`src/logic/qrvsc_pkg.sv`:
```
`default_nettype none
package qrvsc_pkg;

   // ****************************************
   // clock and derived timing
   // ****************************************
   localparam int unsigned CLK_PERIOD_NS    = 25;
   localparam int unsigned EVAL_PERIOD_MS   = 48;
   localparam int unsigned SOFT_START_MS    = 12;
   localparam int unsigned SOFT_START_STEPS = 4;
   localparam int unsigned LEB_NS           = 250;
   localparam int unsigned MAX_ON_NS        = 30000;
   localparam int unsigned MAX_OFF_NS       = 50000;
   localparam int unsigned RING_LONG_NS     = 2500;
   localparam int unsigned RING_SHORT_NS    = 1000;
   localparam int unsigned OVP_BLANK_NS     = 3000;

   // least times round up, longest times round down
   localparam int unsigned EVAL_CYCLES     = EVAL_PERIOD_MS * 1000000 / CLK_PERIOD_NS;
   localparam int unsigned SS_STEP_CYCLES  = SOFT_START_MS * 1000000 / SOFT_START_STEPS / CLK_PERIOD_NS;
   localparam int unsigned LEB_CYCLES      = (LEB_NS + CLK_PERIOD_NS - 1) / CLK_PERIOD_NS;
   localparam int unsigned MAX_ON_CYCLES   = MAX_ON_NS / CLK_PERIOD_NS;
   localparam int unsigned MAX_OFF_CYCLES  = MAX_OFF_NS / CLK_PERIOD_NS;
   localparam int unsigned RING_LONG_CYC   = (RING_LONG_NS + CLK_PERIOD_NS - 1) / CLK_PERIOD_NS;
   localparam int unsigned RING_SHORT_CYC  = (RING_SHORT_NS + CLK_PERIOD_NS - 1) / CLK_PERIOD_NS;
   localparam int unsigned OVP_BLANK_CYC   = (OVP_BLANK_NS + CLK_PERIOD_NS - 1) / CLK_PERIOD_NS;

   // ****************************************
   // counter limits and reset values
   // ****************************************
   localparam logic [2:0] VALLEY_MIN   = 3'h1;
   localparam logic [2:0] VALLEY_MAX   = 3'h7;
   localparam logic [2:0] VALLEY_RESET = 3'h1;
   localparam logic [2:0] ZC_MAX       = 3'h7;
   localparam logic [2:0] ZC_RESET     = 3'h0;

   // ****************************************
   // soft-start peak limit, millivolts
   // ****************************************
   localparam logic [9:0] PEAK_STEP0_MV = 10'h140;
   localparam logic [9:0] PEAK_STEP1_MV = 10'h223;
   localparam logic [9:0] PEAK_STEP2_MV = 10'h305;
   localparam logic [9:0] PEAK_FINAL_MV = 10'h3E8;

   // ****************************************
   // comparator inputs from the power stage
   // ****************************************
   typedef struct packed {
      logic supplyGood;
      logic fbAboveLow;
      logic fbAboveHigh;
      logic fbAboveReset;
      logic zcAboveZero;
      logic zcAboveOvp;
      logic zcAboveRing;
      logic csTrip;
      logic lineHigh;
   } qrvsc_cmp_t;

   localparam int unsigned CMP_W = $bits(qrvsc_cmp_t);

   typedef enum logic [4:0] {
      ST_IDLE  = 5'h01,
      ST_ON    = 5'h02,
      ST_RING  = 5'h04,
      ST_WAIT  = 5'h08,
      ST_LATCH = 5'h10
   } qrvsc_state_t;

endpackage : qrvsc_pkg
`default_nettype wire

```
`src/logic/qrvsc_ctrl.sv`:
```
// What this block does
// supply good: startup cell off, soft-start begins
// soft-start 12ms, four steps, 0.32V to 1V
// turn-on from counters, turn-off from comparator
// valley counter holds turn-on zero-crossing index
// valley counter updated once per 48ms period
// feedback always below low: increment, stop 7
// above low, never above high: hold
// above high, never above reset: decrement, stop 1
// above reset threshold: force valley counter 1
// valley counter confined to 1..7
// valley counter starts at 1
// feedback thresholds selected by line level
// zero-crossing counter holds 0..7 only
// count falling 100mV crossings while switch off
// clear zero-crossing counter on gate turn-on
// overvoltage while off latches off after blanking
// gate held low through ringing suppression
// after suppression, on when zc >= valley
// maximum off time forces turn-on
// sticky threshold flags per period, then cleared
// zero-crossing counter saturates at 7
`timescale 1ns/1ps
`default_nettype none
module qrvsc_ctrl #(
   parameter int unsigned EVAL_CYC = qrvsc_pkg::EVAL_CYCLES,
   parameter int unsigned SS_CYC   = qrvsc_pkg::SS_STEP_CYCLES
) (
   // clock and reset
   input  wire logic                  clk_sys,
   input  wire logic                  resetn,
   // analog comparators, asynchronous
   input  wire qrvsc_pkg::qrvsc_cmp_t cmpIn,
   // gate and supply control
   output logic                       gateDrive,
   output logic                       startupCellOff,
   output logic [9:0]                 peakLimitMv,
   output logic                       softStartDone,
   output logic                       fbThrSelHigh,
   // status
   output logic                       latchedOff,
   output logic [2:0]                 valleyCount,
   output logic [2:0]                 zcCount
);

   // ****************************************
   // reset release and input synchronisers
   // ****************************************
   logic                        rstMeta_reg;
   logic                        rstSyncN;
   logic [qrvsc_pkg::CMP_W-1:0] cmpMeta_reg;
   logic [qrvsc_pkg::CMP_W-1:0] cmpSync_reg;
   qrvsc_pkg::qrvsc_cmp_t       cmp;

   always_ff @(posedge clk_sys or negedge resetn) begin
      if (!resetn) begin
         rstMeta_reg <= 1'b0;
         rstSyncN    <= 1'b0;
      end else begin
         rstMeta_reg <= 1'b1;
         rstSyncN    <= rstMeta_reg;
      end
   end

   genvar gi;
   generate
      for (gi = 0; gi < qrvsc_pkg::CMP_W; gi++) begin : g_sync
         always_ff @(posedge clk_sys or negedge rstSyncN) begin
            if (!rstSyncN) begin
               cmpMeta_reg[gi] <= 1'b0;
               cmpSync_reg[gi] <= 1'b0;
            end else begin
               cmpMeta_reg[gi] <= cmpIn[gi];
               cmpSync_reg[gi] <= cmpMeta_reg[gi];
            end
         end
      end
   endgenerate

   assign cmp = qrvsc_pkg::qrvsc_cmp_t'(cmpSync_reg);

   // ****************************************
   // soft-start sequencer
   // ****************************************
   logic        startupOff_reg, startupOff_next;
   logic [1:0]  ssStep_reg, ssStep_next;
   logic [16:0] ssTimer_reg, ssTimer_next;
   logic        ssDone_reg, ssDone_next;
   logic [9:0]  peak_reg, peak_next;
   logic        thrSel_reg, thrSel_next;

   always_comb begin
      startupOff_next = startupOff_reg;
      ssStep_next     = ssStep_reg;
      ssTimer_next    = ssTimer_reg;
      ssDone_next     = ssDone_reg;
      // supply good
      if (cmp.supplyGood) begin
         startupOff_next = 1'b1;
      end
      // timed steps
      if (startupOff_reg && !ssDone_reg) begin
         if (ssTimer_reg == 17'(SS_CYC - 1)) begin
            ssTimer_next = 17'h00000;
            if (ssStep_reg == 2'h3) begin
               ssDone_next = 1'b1;
            end else begin
               ssStep_next = ssStep_reg + 2'h1;
            end
         end else begin
            ssTimer_next = ssTimer_reg + 17'h00001;
         end
      end
      unique case (ssStep_next)
         2'h0: peak_next = qrvsc_pkg::PEAK_STEP0_MV;
         2'h1: peak_next = qrvsc_pkg::PEAK_STEP1_MV;
         2'h2: peak_next = qrvsc_pkg::PEAK_STEP2_MV;
         2'h3: peak_next = qrvsc_pkg::PEAK_FINAL_MV;
      endcase
      // thresholds follow line level
      thrSel_next = cmp.lineHigh;
   end

   always_ff @(posedge clk_sys or negedge rstSyncN) begin
      if (!rstSyncN) begin
         startupOff_reg <= 1'b0;
         ssStep_reg     <= 2'h0;
         ssTimer_reg    <= 17'h00000;
         ssDone_reg     <= 1'b0;
         peak_reg       <= qrvsc_pkg::PEAK_STEP0_MV;
         thrSel_reg     <= 1'b0;
      end else begin
         startupOff_reg <= startupOff_next;
         ssStep_reg     <= ssStep_next;
         ssTimer_reg    <= ssTimer_next;
         ssDone_reg     <= ssDone_next;
         peak_reg       <= peak_next;
         thrSel_reg     <= thrSel_next;
      end
   end

   // ****************************************
   // gate state machine and timers
   // ****************************************
   qrvsc_pkg::qrvsc_state_t state_reg, state_next;
   logic        gate_reg, gate_next;
   logic [11:0] onTimer_reg, onTimer_next;
   logic [11:0] offTimer_reg, offTimer_next;
   logic [7:0]  ringTimer_reg, ringTimer_next;
   logic        ringLong_reg, ringLong_next;
   logic [7:0]  ovpTimer_reg, ovpTimer_next;
   logic [2:0]  zc_reg;
   logic [2:0]  valley_reg;
   logic        turnOn;
   logic        offState;

   assign offState = (state_reg == qrvsc_pkg::ST_RING) || (state_reg == qrvsc_pkg::ST_WAIT);

   always_comb begin
      state_next     = state_reg;
      onTimer_next   = onTimer_reg;
      offTimer_next  = offTimer_reg;
      ringTimer_next = ringTimer_reg;
      ringLong_next  = ringLong_reg;
      ovpTimer_next  = 8'h00;
      unique case (state_reg)
         qrvsc_pkg::ST_IDLE: begin
            if (cmp.supplyGood) begin
               state_next   = qrvsc_pkg::ST_ON;
               onTimer_next = 12'h000;
            end
         end
         qrvsc_pkg::ST_ON: begin
            onTimer_next = onTimer_reg + 12'h001;
            // analog turn-off after blanking
            if ((onTimer_reg >= 12'(qrvsc_pkg::LEB_CYCLES - 1) && cmp.csTrip) ||
                onTimer_reg == 12'(qrvsc_pkg::MAX_ON_CYCLES - 1)) begin
               state_next     = qrvsc_pkg::ST_RING;
               offTimer_next  = 12'h000;
               ringTimer_next = 8'h00;
               ringLong_next  = !cmp.zcAboveRing;
            end
         end
         qrvsc_pkg::ST_RING, qrvsc_pkg::ST_WAIT: begin
            offTimer_next  = offTimer_reg + 12'h001;
            ringTimer_next = ringTimer_reg + 8'h01;
            // hold low during suppression
            if (state_reg == qrvsc_pkg::ST_RING &&
                ringTimer_reg == (ringLong_reg ? 8'(qrvsc_pkg::RING_LONG_CYC - 1)
                                               : 8'(qrvsc_pkg::RING_SHORT_CYC - 1))) begin
               state_next = qrvsc_pkg::ST_WAIT;
            end
            // valley reached
            if (state_reg == qrvsc_pkg::ST_WAIT && zc_reg >= valley_reg) begin
               state_next = qrvsc_pkg::ST_ON;
            end
            // maximum off time
            if (offTimer_reg == 12'(qrvsc_pkg::MAX_OFF_CYCLES - 1)) begin
               state_next = qrvsc_pkg::ST_ON;
            end
            if (state_next == qrvsc_pkg::ST_ON) begin
               onTimer_next = 12'h000;
            end
            // sustained overvoltage latches off
            if (cmp.zcAboveOvp) begin
               ovpTimer_next = ovpTimer_reg + 8'h01;
               if (ovpTimer_reg == 8'(qrvsc_pkg::OVP_BLANK_CYC - 1)) begin
                  state_next = qrvsc_pkg::ST_LATCH;
               end
            end
         end
         qrvsc_pkg::ST_LATCH: begin
            state_next = qrvsc_pkg::ST_LATCH;
         end
         default: begin
            state_next = qrvsc_pkg::ST_LATCH;
         end
      endcase
      gate_next = (state_next == qrvsc_pkg::ST_ON);
   end

   assign turnOn = gate_next && !gate_reg;

   always_ff @(posedge clk_sys or negedge rstSyncN) begin
      if (!rstSyncN) begin
         state_reg     <= qrvsc_pkg::ST_IDLE;
         gate_reg      <= 1'b0;
         onTimer_reg   <= 12'h000;
         offTimer_reg  <= 12'h000;
         ringTimer_reg <= 8'h00;
         ringLong_reg  <= 1'b1;
         ovpTimer_reg  <= 8'h00;
      end else begin
         state_reg     <= state_next;
         gate_reg      <= gate_next;
         onTimer_reg   <= onTimer_next;
         offTimer_reg  <= offTimer_next;
         ringTimer_reg <= ringTimer_next;
         ringLong_reg  <= ringLong_next;
         ovpTimer_reg  <= ovpTimer_next;
      end
   end

   // ****************************************
   // zero-crossing counter
   // ****************************************
   logic       zcPrev_reg, zcPrev_next;
   logic [2:0] zc_next;

   always_comb begin
      zcPrev_next = cmp.zcAboveZero;
      zc_next     = zc_reg;
      // clear on turn-on
      if (turnOn) begin
         zc_next = qrvsc_pkg::ZC_RESET;
      // falling crossing while off
      end else if (!gate_reg && offState && zcPrev_reg && !cmp.zcAboveZero) begin
         // saturate
         if (zc_reg != qrvsc_pkg::ZC_MAX) begin
            zc_next = zc_reg + 3'h1;
         end
      end
   end

   always_ff @(posedge clk_sys or negedge rstSyncN) begin
      if (!rstSyncN) begin
         zcPrev_reg <= 1'b0;
         zc_reg     <= qrvsc_pkg::ZC_RESET;
      end else begin
         zcPrev_reg <= zcPrev_next;
         zc_reg     <= zc_next;
      end
   end

   // ****************************************
   // valley select counter
   // ****************************************
   logic [20:0] evalTimer_reg, evalTimer_next;
   logic        seenLow_reg, seenLow_next;
   logic        seenHigh_reg, seenHigh_next;
   logic        seenReset_reg, seenReset_next;
   logic [2:0]  valley_next;
   logic        evalTick;
   logic        running;

   assign running  = (state_reg != qrvsc_pkg::ST_IDLE) && (state_reg != qrvsc_pkg::ST_LATCH);
   assign evalTick = running && (evalTimer_reg == 21'(EVAL_CYC - 1));

   always_comb begin
      valley_next    = valley_reg;
      evalTimer_next = evalTimer_reg;
      if (running) begin
         evalTimer_next = evalTick ? 21'h000000 : evalTimer_reg + 21'h000001;
      end
      // sticky flags; boundary sample starts next period
      seenLow_next   = (evalTick ? 1'b0 : seenLow_reg) | cmp.fbAboveLow;
      seenHigh_next  = (evalTick ? 1'b0 : seenHigh_reg) | cmp.fbAboveHigh;
      seenReset_next = (evalTick ? 1'b0 : seenReset_reg) | cmp.fbAboveReset;
      // once per period
      if (evalTick) begin
         if (seenReset_reg) begin
            // force to one
            valley_next = qrvsc_pkg::VALLEY_RESET;
         end else if (seenHigh_reg) begin
            // decrement, R10: bounded
            if (valley_reg != qrvsc_pkg::VALLEY_MIN) begin
               valley_next = valley_reg - 3'h1;
            end
         end else if (!seenLow_reg) begin
            // increment, R10: bounded
            if (valley_reg != qrvsc_pkg::VALLEY_MAX) begin
               valley_next = valley_reg + 3'h1;
            end
         end
         // otherwise hold
      end
   end

   always_ff @(posedge clk_sys or negedge rstSyncN) begin
      if (!rstSyncN) begin
         evalTimer_reg <= 21'h000000;
         seenLow_reg   <= 1'b0;
         seenHigh_reg  <= 1'b0;
         seenReset_reg <= 1'b0;
         // start at one
         valley_reg    <= qrvsc_pkg::VALLEY_RESET;
      end else begin
         evalTimer_reg <= evalTimer_next;
         seenLow_reg   <= seenLow_next;
         seenHigh_reg  <= seenHigh_next;
         seenReset_reg <= seenReset_next;
         valley_reg    <= valley_next;
      end
   end

   // ****************************************
   // outputs
   // ****************************************
   logic latched_reg;

   always_ff @(posedge clk_sys or negedge rstSyncN) begin
      if (!rstSyncN) begin
         latched_reg <= 1'b0;
      end else begin
         latched_reg <= (state_next == qrvsc_pkg::ST_LATCH);
      end
   end

   // valley index exposed; R13: zc range
   assign gateDrive      = gate_reg;
   assign startupCellOff = startupOff_reg;
   assign peakLimitMv    = peak_reg;
   assign softStartDone  = ssDone_reg;
   assign fbThrSelHigh   = thrSel_reg;
   assign latchedOff     = latched_reg;
   assign valleyCount    = valley_reg;
   assign zcCount        = zc_reg;

endmodule : qrvsc_ctrl
`default_nettype wire

```
`config.mk`:
```
export PLATFORM = sky130hd
export DESIGN_NAME = qrvsc_ctrl
export DESIGN_NICKNAME = d
export VERILOG_FILES = /design/src/logic/qrvsc_pkg.sv /design/src/logic/qrvsc_ctrl.sv
export SDC_FILE = /design/constraint.sdc
export NUM_CORES = 1
export LEC_CHECK = 0
export BUFFER_PORTS_ARGS = -buffer_cell sky130_fd_sc_hd__buf_2
export CORE_MARGIN = 3
export CORE_UTILIZATION = 42
export CTS_CLUSTER_DIAMETER = 40
export DETAILED_ROUTE_END_ITERATION = 6
export PLACE_DENSITY = 0.59
export SLEW_MARGIN = 40
export SYNTH_ARGS = -nofsm -noshare
export SYNTH_HDL_FRONTEND = slang
export SYNTH_SLANG_ARGS = --single-unit
```
`constraint.sdc`:
```
create_clock -name clk_sys -period 4.9 [get_ports clk_sys]
set_input_delay 0.98 -clock clk_sys [delete_from_list [all_inputs] [get_ports clk_sys]]
set_output_delay 0.98 -clock clk_sys [all_outputs]
set_load 0.01 [all_outputs]
```
# [Word level (Yosys, flattened, before mapping)]
# Cells that the tools add are included.
[totals] ff_bits=131 latchBits=0 mem_bits_rw=0 rom_bits=0 in_bits=11 elab_cells=148 n_memories=0
[classes] addsub=10 mul=0 n_div=0 n_lt_le_gt_ge=2 eq_ne=27 n_shift=0 mux=36 n_bitwise=3 reduce_logical=29
[op_table] op="5-bit two-way mux" n=8
[op_table] op="10-bit case mux with 4 select lines" n=1
[op_table] op="12-bit two-way mux" n=3
[op_table] op="12-bit case mux with 3 select lines" n=1
[op_table] op="12-bit by 1-bit adder with 12-bit output (second input constant)" n=2
[op_table] op="12-bit by 11-bit == test with 1-bit output (second input constant)" n=2
[op_table] op="3-bit two-way mux" n=8
[op_table] op="8-bit two-way mux" n=3
[op_table] op="12-bit case mux with 2 select lines" n=1
[op_table] op="21-bit by 1-bit adder with 21-bit output (second input constant)" n=1
[op_table] op="21-bit == test (second input constant)" n=1
[op_table] op="21-bit two-way mux" n=1
[op_table] op="17-bit by 1-bit adder with 17-bit output (second input constant)" n=1
[op_table] op="17-bit == test (second input constant)" n=1
[op_table] op="17-bit two-way mux" n=1
[op_table] op="8-bit by 1-bit adder with 8-bit output (second input constant)" n=2
[op_table] op="8-bit case mux with 2 select lines" n=1
[op_table] op="5-bit by 2-bit == test with 1-bit output (second input constant)" n=3
[op_table] op="5-bit case mux with 3 select lines" n=1
[op_table] op="12-bit by 4-bit >= comparator with 1-bit output (second input constant)" n=1
[op_table] op="1-bit logical AND" n=10
[op_table] op="3-bit by 1-bit inequality test with 1-bit output (second input constant)" n=3
[op_table] op="8-bit by 7-bit == test with 1-bit output" n=1
[op_table] op="8-bit by 7-bit == test with 1-bit output (second input constant)" n=1
[op_table] op="other kinds (27)" n=49

# [Longest topological paths before layout]
# Gate-level depths: netlist of the first run.
[logic_depth] ltp_word=14 depth_mapped=9 depth_no_buf=7

# [Worst setup path after synthesis of the first run]
# OpenSTA, ideal clock, no wires.
[synth_path] path_kind="register to register" startpoint="reg onTimer_reg[0]" endpoint="reg offTimer_reg[2]" setup_time_ns=0.101 arrival_ns=2.098 t_required_ns=4.799 path_slack_ns=2.701 stages_incl_launch_ff=9 n_path_buf=2 path_cell_list="dfrtp_1 > ha_1 > or3b_2 > a2111o_1 > a22oi_4 > buf_6 > buf_6 > o21ai_0 > o32ai_1"
[synth_via] elab_chain_cells=5 elab_cells_between_ends=6 cone_classes="order compare: 1; eq/ne: 2; reduce/logical: 3"
[synth_lines] element="start, declared" line_no="qrvsc_ctrl.sv:147" source="logic [11:0] onTimer_reg, onTimer_next;"
[synth_lines] element="start signal, assigned" line_no="qrvsc_ctrl.sv:236" source="onTimer_reg <= onTimer_next;"
[synth_lines] element="12-bit by 4-bit >= comparator with 1-bit output" line_no="qrvsc_ctrl.sv:176" source="if ((onTimer_reg >= 12'(qrvsc_pkg::LEB_CYCLES - 1) && cmp.csTrip) ||"
[synth_lines] element="1-bit logical AND" line_no="qrvsc_ctrl.sv:176"
[synth_lines] element="1-bit logical OR *" line_no="qrvsc_ctrl.sv:176"
[synth_lines] element="2-bit inequality test (no source line) *"
[synth_lines] element="2-bit AND reduction (no source line) *"
[synth_lines] element="end signal, assigned" line_no="qrvsc_ctrl.sv:237" source="offTimer_reg <= offTimer_next;"
[synth_lines] element="end, declared" line_no="qrvsc_ctrl.sv:148" source="logic [11:0] offTimer_reg, offTimer_next;"
# Mark *: on every way between the ends. The rest lies on a longest branch, timed or not.
# A chain may end at the register's enable or synchronous reset.

# [Final worst setup path of the first run]
[layout_path] startpoint="reg onTimer_reg[0]" endpoint="reg offTimer_reg[4]"
# Same word-level chain as after synthesis.

==> results of run 1 <==
cells by family after synthesis:
group	Yosys count	synth area share, %
AO/OA/AOI/OAI	124	13.1
XOR/XNOR	39	5.58
adder cells (fa/ha/maj)	22	4.49
buffers and inverters	50	3.76
flip-flops	128	52.4
multiplexers	7	1.16
other	2	0.123
AND/OR/NAND/NOR	225	19.4
worst paths after layout:
kind | startpoint | endpoint | slack (ns) | depth (start not counted)
setup / recovery | onTimer_reg[0]$_DFFE_PN0P_ | offTimer_reg[4]$_DFFE_PN0P_ | 2.28 | 8
min in group clk_sys | cmpMeta_reg[7]$_DFF_PN0_ | cmp[7]$_DFF_PN0_ | 0.34 | 0
setup reg to reg | onTimer_reg[0]$_DFFE_PN0P_ | offTimer_reg[4]$_DFFE_PN0P_ | 2.28 | 8
hold / removal | rstSyncN$_DFF_PN0_ | ringTimer_reg[4]$_DFFE_PN0P_ | 0.14 | 0
hold reg to reg | rstSyncN$_DFF_PN0_ | ringTimer_reg[4]$_DFFE_PN0P_ | 0.14 | 0
max in group asynchronous | rstSyncN$_DFF_PN0_ | cmpMeta_reg[7]$_DFF_PN0_ | 3.97 | 1
Yosys cell counts, drive strengths merged (2+ instances only):
cell    instances  area (um^2)
a211o           2         17.5
a211oi         10         75.1
a21o            2         15.0
a21oi          27          135
a221o           3         30.0
a31oi           7         43.8
and2            3         18.8
and3           16          100
and4            3         26.3
buf            12         85.1
clkbuf         12         47.6
conb            2         7.51
dfrtp         123         3080
dfstp           5          131
ha             22          275
inv            26         97.6
mux2i           6         60.1
nand2          41          154
nand2b         10         62.6
nand3          32          160
nand4          16          100
nand4b          2         17.5
nor2           48          183
nor2b           3         18.8
nor3           10         50.1
nor3b           2         20.0
nor4            6         37.5
o211ai          2         15.0
o21ai          46          230
o21bai          5         37.5
o22ai           2         18.8
o31ai           3         22.5
o32ai           4         35.0
or2             3         18.8
or3            11         68.8
or4            13         97.6
xnor2          24          210
xor2           15          131
worst max-delay path, stage by stage, from the launching register on:
cell and delay, ns:
dfrtp_1 0.45, inv_1 0.10, ha_1 0.13, or3b_2 0.43, a2111o_1 0.45, a22oi_4 0.43
buf_16 0.22, a211oi_1 0.09, o21ai_0 0.21
area by class of cell:
cell class / count / area, um^2 / share of cell area, %
Clock inverter: 14 / 263 / 3.66
Tap cell: 180 / 225 / 3.14
Inverter: 26 / 97.6 / 1.36
Multi-Input combinational cell: 419 / 2710 / 37.8
Clock buffer: 18 / 429 / 5.98
Sequential cell: 128 / 3210 / 44.8
Timing Repair Buffer: 35 / 233 / 3.25
per-stage QoR:
stage | utilization (%) | power (mW) | std cells | instance area [um^2]
CTS | 50.8 | 2.72 | 820 | 7160
global route | 50.9 | 2.79 | 820 | 7170
detailed placement | 45.9 | 1.24 | 788 | 6470
floorplan | - | 1.20 | 597 | 6120
global placement | 45.3 | 1.23 | 785 | 6390
finish | 50.9 | 2.69 | 820 | 7170
metal layers:
layer	global-route usage [%]	routed length (um)
met4	5.93	194
met3	4.21	531
met2	23.5	5450
met5	0	0
met1	21.9	5930
where the power goes:
group / switching (mW) / internal, mW
sequential: 0.0351 / 1.09
clock: 0.466 / 1.00
combinational: 0.0502 / 0.0359
total: 0.551 / 2.14
==> impl_results.md, run 1 <==
* Max reg flops at 21
* Status: finished, final reports clean
* TNS Setup at 0 ns
* Fin crit share at 53.4%
* Cell Rows at 43
* Die width at 127 um
* Post-synth EDFFs at 0
* Fin nets at 660
* Die ar. at around 16000 um^2
* Initial antenna violation count at 0
* Syn Nets at 630
* Clk_lat worst skew at 0.42 ns
* Avg Synthesized Cell Area at 10.3 um^2
* Synth Cell Area at around 6100 um^2
* Post_cts resized at 0
* Gpl congestion at between 0.8 and 0.9
* Routed WL at 12100 um
* Post-Syn Instances at 597
* HPWL reported at the end of detailed placement at approximately 8000 um
* Filler cell count in the final layout at 1274
* Maximum clock frequency at 382 MHz
* Most common cell after layout, fill and taps aside: dfrtp_1
* Slew Limit Fails at 0
* Syn. warnings at 0
* Core Area at about 14000 um^2
* Sequential-to-total area share from yosys stat at 52.4%
* Synth Register Bits at 128
* Worst VDD drop at 0.000244 V
* CTS Root Cell: clkbuf_16
* Die H at about 130 um
* Library cells used by synthesis at 63
* Vias at between 4000 and 5000
* Share of layout cells above drive strength 1 at 13.9%
* Pwr Density at 375 nW/um^2
* Gr ovfl total at 0
* Area delta synth->final at 17.1%
* CTS H-tree depth at 4
* First-pass GRT wire length at 20600 um
* Total track usage at 15.7%
* CP arrival at 2.94 ns
* Worst setup margin at 2.28 ns
* Via density per instance at 5.50
* CP startpoint kind: flop
* Final hold violation count at 0
* # DRC at 0
* CTS clk-pin slew, worst paths at around 0.06 ns
* Min Hold Slack at 0.135 ns
* CTS tree: yes
* Most frequent cells in the layout: dfrtp_1 (122), o21ai_0 (46), nor2_1 (44)
* Crit Path Max Fanout at 26
* Num ports at 32
* Max cap viols at 0
* Worst Hold Class: flop to async pin
* DR pass1 iterations at 5
* Worst-Margin Slew at 0.769 ns
* Cts hold-fix bufs at 0
* Rel. slew slack at about half
* Worst Path Required at 5.22 ns
* Post-Place Setup Slack at 2.30 ns
* CTS Sinks at around 130
* Top_reg_cell synth: dfrtp_1
* Leakage at 3.20 nW
* Initial DRC count at 395
* Worst clock skew at 0.00684 ns
* Detail Route Antenna Nets at 0
* Antenna cells at 0
* Max Root-Sink Buffers at 2
* Largest net degree at the start of global routing at 49
* CTS Buf Count at 17
* Final Critical Period at roughly 2.6 ns
* Post-CTS setup buffers at 0
* Final setup fails at 0
* Critical path class: flop to flop
* WL/cell at between 10 and 15 um
* Worst Setup End Kind: flop
* RSZ-0062 raised after global routing: false
* Vias in the first global route at 4331
* Post-synth ARST share at 100%
* Port Buf Inserts at 30
* Initial core utilization at 43.4%
(Power assumes the default switching activity.)
==> run 2, diff against run 1 <==
Settings changed: ABC_AREA from default to 1, PLACE_DENSITY 0.59 to 0.61.
Clock period 4.9 ns to 2.4 ns, I/O delays scaled along.
==> run 2 against run 1 <==
Synthesized cell count is 22% higher. Total power is 100% higher. Wire length grew 5.4%. Sequential share of layout area is 1.7 points lower.
==> impl_results.md, run 2 <==
* Worst-Margin Slew at slightly below 0.7 ns
* Non-Filler Instances at 971
* Gr ovfl total at 0
* Port Buf Inserts at 30
* Die ar. at 16700 um^2
* Sequential share of power at 42.7%
* CTS Sinks at 128
* Max reg flops at 21
* Worst hold path cell count at 1
* CTS clk-pin slew, worst paths at 0.06 ns
* Cell Rows at 44
* # DRC at 0
* Largest net degree at the start of global routing at 52
* Worst Hold Class: input port to flop
* Avg Synthesized Cell Area at 8.78 um^2
* Worst Path Required at around 2.7 ns
* WP buf/inv at 2
* CTS Buf Count at 17
* Min Hold Slack at 0.167 ns
* RSZ-0062 raised after global routing: false
* Area delta synth->final at 16.5%
* Largest stage delay, worst path at around 0.36 ns
* WL/cell at between 10 and 15 um
* Worst Reg-to-Reg Cells at 11
* Antenna cells at 0
* CP startpoint kind: flop
* Switching power at 1.18 mW
* Synth Cell Area at around 6400 um^2
* Die H at 129 um
* Syn Nets at 761
* Most common cell in the synthesized netlist: nand2_1
* Top_reg_cell synth: dfrtp_1
* Internal at 4.22 mW
* Worst setup margin at around 0.30 ns
* DR pass1 iterations at 4
* Worst clock skew at 0.00504 ns
* Leakage at 3.52 nW
* Initial core utilization at between 40 and 50%
* Most frequent CP cell: nand2_1
* Rel. slew slack at 54.8%
* Critical Path, Cell by Cell: ha_1 > nand2_1 > nor2_1 > nand2_1 > nor2_2 > nand4_2 > inv_1 > nand2_1 > o21ai_2 > inv_1 > ha_1
* Max cap viols at 0
* Fin nets at 807
* CTS Root Cell: clkbuf_16
* HPWL reported at the end of detailed placement at 9090 um
* Family with the most delay on the worst path: simple AND/OR/NAND/NOR gates
* Maximum clock frequency at about 480 MHz
* Max Root-Sink Buffers at 2
* Synth Register Bits at 128
* Routed WL at 12800 um
* Clk_lat worst skew at 0.41 ns
* Sequential-to-total area share from yosys stat at 50.2%
* Vias in the first global route at 4904
* Post-Place Setup Slack at 0.317 ns
* First-pass GRT wire length at 22700 um
* Worst VDD drop at 0.000786 V
* Sw Ratio at 21.8%
* Initial DRC count at 284
* Final Critical Period at 2.10 ns
* Post-synth top cells: nand2_1 (142), dfrtp_1 (123), inv_1 (99), nand3_1 (57), nor2_1 (49)
* Slew Limit Fails at 0
* Via density per instance at 5.19
* Most frequent cells in the layout: nand2_1 (142), dfrtp_1 (122), inv_1 (99)
* Post-synth ARST share at 100%
* Layout Utilization at 50.7%
* Post-Syn Instances at around 730
* Top cells by area, synth: dfrtp_1 (48%), nand2_1 (8.3%), inv_1 (5.8%)
* Library cells used by synthesis at 45
* Crit Path Max Fanout at 6
* Fin crit share at ~87%
* Area share of the largest cell type after synthesis at about half
* Die width at 129 um
* Final hold violation count at 0
* CP Depth at 11
* Total power at ~5.4 mW
* Critical path class: flop to flop
* Post-Place Cells at 938
* Share of layout cells above drive strength 1 at 13.5%
* Most common cell after layout, fill and taps aside: nand2_1
* Top cell type by total area after synthesis: dfrtp_1
* Final setup fails at 0
* Syn. warnings at 0
* CTS H-tree depth at 4
* Total track usage at 16.8%
* Area post-placement at 6780 um^2
* Pwr Density at 725 nW/um^2
* Worst Setup End Kind: flop
* Initial antenna violation count at 0
* Num ports at 32
* Status: finished, final reports clean
* Vias at 5043
* CP arrival at 2.40 ns
* Post-synth EDFFs at 0
* Gpl congestion at 0.901
* Slowest-stage cell, CP: dfrtp_1
* Core Area at about 15000 um^2
* Logic pwr share at a little over 4%
* CTS tree: yes
* Cell area after layout at 7450 um^2
* TNS Setup at 0 ns
* Detail Route Antenna Nets at 0
* Clk pwr share at 53.2%
run 2: what timing repair did:
action,4_1_cts,5_1_grt
hold buffers,1,0
resized for setup,0,0
endpoints found under the hold margin,2,0
setup buffers,0,0
run 2: layer usage:
| metal | vias up | part of all wire (%) | global-route usage (%) |
|---|---|---|---|
| met4 | 0 | 1.8 | 6.18 |
| met2 | 115 | 48 | 26.1 |
| met5 | - | 0 | 0 |
| met1 | 2407 | 46 | 22.4 |
| li1 | 2498 | - | - |
| met3 | 23 | 4.4 | 4.78 |
run 2: kinds of logic after synthesis:
kind of cell    count (synthesis)  synth area share (%)
buf+inv                       112                  6.87
xor+xnor                       34                  4.66
fa+ha+maj                      22                  4.31
compound gates                 85                  7.67
simple gates                  345                  26.2
flops                         128                  50.2
other cells                     2                 0.117
run 2: area by class of cell:
type,count,area (um^2)
fillers,1342,7250
flip-flops and latches,128,3210
multi-input cells,488,2750
clock buffers,19,453
inverters,102,383
well taps,184,230
repair buffers,37,218
clock inverters,13,209
run 2: power groups by stage:
stage / clock network (mW) / logic (mW) / registers [mW]
floorplan: 0 / 0.145 / 2.35
global placement: 0 / 0.212 / 2.34
detailed placement: 0 / 0.219 / 2.35
CTS: 2.93 / 0.222 / 2.31
global route: 3.05 / 0.253 / 2.32
finish: 2.87 / 0.219 / 2.31
run 2: path summary, 6_finish.rpt:
check | slack, ns | start | to
hold / removal | 0.17 | cmpIn[1] | cmpMeta_reg[1]$_DFF_PN0_
setup / recovery | 0.30 | ssTimer_reg[1]$_DFFE_PN0P_ | peakLimitMv[7]$_DFF_PN0_
min in group asynchronous | 0.34 | rstSyncN$_DFF_PN0_ | cmpMeta_reg[3]$_DFF_PN0_
hold reg to reg | 0.34 | rstSyncN$_DFF_PN0_ | cmpMeta_reg[3]$_DFF_PN0_
setup reg to reg | 0.30 | ssTimer_reg[1]$_DFFE_PN0P_ | peakLimitMv[7]$_DFF_PN0_
max in group asynchronous | 1.32 | rstSyncN$_DFF_PN0_ | valleyCount[0]$_DFFE_PN1P_
==> run 3, diff against run 2 <==
Settings changed: CORE_MARGIN 3 to 4.
==> run 3 against run 2 <==
Sequential share of layout area increased by 0.68 points. Global-route usage decreased by 1.4 points. Setup slack gained 0.013 ns. Non-clock buffer count decreased by 2. Combinational power grew 2%. Register-to-register slack is essentially flat. Sequential cell count did not move. Clock power down 16%. Total power down 8.6%. Critical path type unchanged. Critical endpoint unchanged. Largest cell class unchanged. Largest power group unchanged. Highest routed layer unchanged.
==> impl_results.md, run 3 (synthesis gave the netlist of run 2 again) <==
* Status: finished, final reports clean
* Fin nets at 805
* RSZ-0062 raised after global routing: false
* Core Area at 14700 um^2
* Most common cell after layout, fill and taps aside: nand2_1
* Met2 Use GR at 25.1%
* CTS H-tree depth at 4
* Worst setup margin at 0.316 ns
* Share of layout cells above drive strength 1 at 13.2%
* GR Util met1 at 19.3%
* Pwr Density at 673 nW/um^2
* Slew Limit Fails at 0
* Total track usage at 15.3%
* Die H at 131 um
* Post-Place Setup Slack at approximately 0.3 ns
* Die ar. at around 17000 um^2
* CTS clk-pin slew, worst paths at approximately 0.06 ns
* Met3 Use GR at 4.24%
* Gpl congestion at 0.884
* Initial antenna violation count at 0
* Area post-placement at 6760 um^2
* Antenna cells at 0
* Area delta synth->final at 14.7%
* CP arrival at 2.38 ns
* Post_cts resized at 0
* CTS Sinks at 128
* Final Critical Period at 2.08 ns
* Gr ovfl total at 0
* Rel. slew slack at 56.4%
* Area of the multi-input gates at 2750 um^2
* Crit path launch: ssTimer_reg[0]$_DFFE_PN0P_
* Critical path class: flop to flop
* Initial core utilization at between 40% and 50%
* Reg-to-reg startpoint: ssTimer_reg[0]$_DFFE_PN0P_
* Filler cell count in the final layout at 1323
* TNS Setup at 0 ns
* WL/cell at 12.7 um
* Max Root-Sink Buffers at 2
* Worst VDD drop at 0.000473 V
* HPWL reported at the end of detailed placement at 8840 um
* Crit Path Max Fanout at 6
* Port Buf Inserts at 30
* Cell area after layout at 7340 um^2
* Largest net degree at the start of global routing at 127
* Worst clock skew at 0.00645 ns
* Crit path to: peakLimitMv[7]$_DFF_PN0_
* Cts hold-fix bufs at 1
* Most frequent cells in the layout: nand2_1 (142), dfrtp_1 (122), inv_1 (99)
* Detail Route Antenna Nets at 0
* Maximum clock frequency at 480 MHz
* Max reg flops at 21
* Routed WL at 12300 um
* CTS tree: yes
* Leakage at between 3 and 4 nW
* Worst Reg-to-Reg Cells at 11
* GRT Max-Usage Layer: met2
* Fin crit share at 86.9%
* CTS Buf Count at 17
* Worst-Margin Slew at 0.654 ns
* DR pass1 iterations at 6
* Via density per instance at 5.03
* Worst Hold Class: input port to flop
* Post-CTS setup buffers at 0
* Reg2reg setup slack at 0.32 ns
* CTS Root Cell: clkbuf_16
* Vias at 4871
* Cell Rows at 44
* Clk_lat worst skew at 0.41 ns
* First-pass GRT wire length at 22200 um
* Worst Setup End Kind: flop
* Num ports at 32
* Final hold violation count at 0
* Die width at around 130 um
* Reg-to-Reg End: peakLimitMv[7]$_DFF_PN0_
* Max cap viols at 0
* # DRC at 0
* CP startpoint kind: flop
* Worst Path Required at 2.70 ns
* Reg area at 3210 um^2
* Initial DRC count at 340
* Vias in the first global route at 4953
* Final setup fails at 0
-- run 3: changes by cell type in the layout (fill, tap and decap cells not counted), sizes merged --
cell / previous run / this run
clkinv: 4 / 7
clkinvlp: 3 / 4
clkbuf: 19 / 17
buf: 36 / 34
bufinv: 5 / 1
inv: 103 / 105
-- run 3: worst min path at each step --
stage	from	to	slack [ns]	cells after the start
5_1_grt	cmpIn[4]	cmpMeta_reg[4]$_DFF_PN0_	0.14	1
2_1_floorplan	resetn	rstMeta_reg$_DFF_PN0_	0.18	0
3_3_place_gp	resetn	rstMeta_reg$_DFF_PN0_	0.26	1
6_report	cmpIn[4]	cmpMeta_reg[4]$_DFF_PN0_	0.17	1
3_5_place_dp	resetn	rstMeta_reg$_DFF_PN0_	0.27	1
4_1_cts	cmpIn[4]	cmpMeta_reg[4]$_DFF_PN0_	0.15	1
-- run 3: layer usage --
layer  vias up  share of wire, %
li1       2502                 -
met1      2283                47
met2        66                48
met3        20               3.3
met4         0               1.4
met5         -                 0
-- run 3: report_power, final --
part | switching [mW] | leakage (nW) | internal (mW)
clock | 0.987 | 0.266 | 1.43
sequential | 0.0532 | 1.67 | 2.24
combinational | 0.146 | 1.52 | 0.0782
total | 1.19 | 3.46 | 3.75
-- run 3: area by class of cell --
class,count,share of cell area (%)
inverter,102,5.22
sequential,128,43.8
timing repair buffer,35,2.76
tap,184,3.14
multi-input combinational,488,37.4
clock inverter,15,1.86
clock buffer,17,5.80
-- run 3: stage by stage --
step	cells	utilization, %	hold slack (ns)	power, mW
6_report	969	49.9	0.170	4.94
3_3_place_gp	936	46.0	0.265	2.55
4_1_cts	969	49.9	0.150	5.02
5_1_grt	969	49.9	0.142	5.16
3_5_place_dp	936	46.0	0.265	2.56
2_1_floorplan	728	-	0.184	2.49
-- run 3: worst max-delay path, stage by stage, from the launching register on --
cell	delay [ns]
dfrtp_1	0.36
ha_1	0.17
nand2_1	0.07
nor2_1	0.08
nand2_1	0.09
nor2_2	0.19
nand4_2	0.19
inv_1	0.20
nand2_1	0.12
o21ai_2	0.18
inv_1	0.11
ha_1	0.21
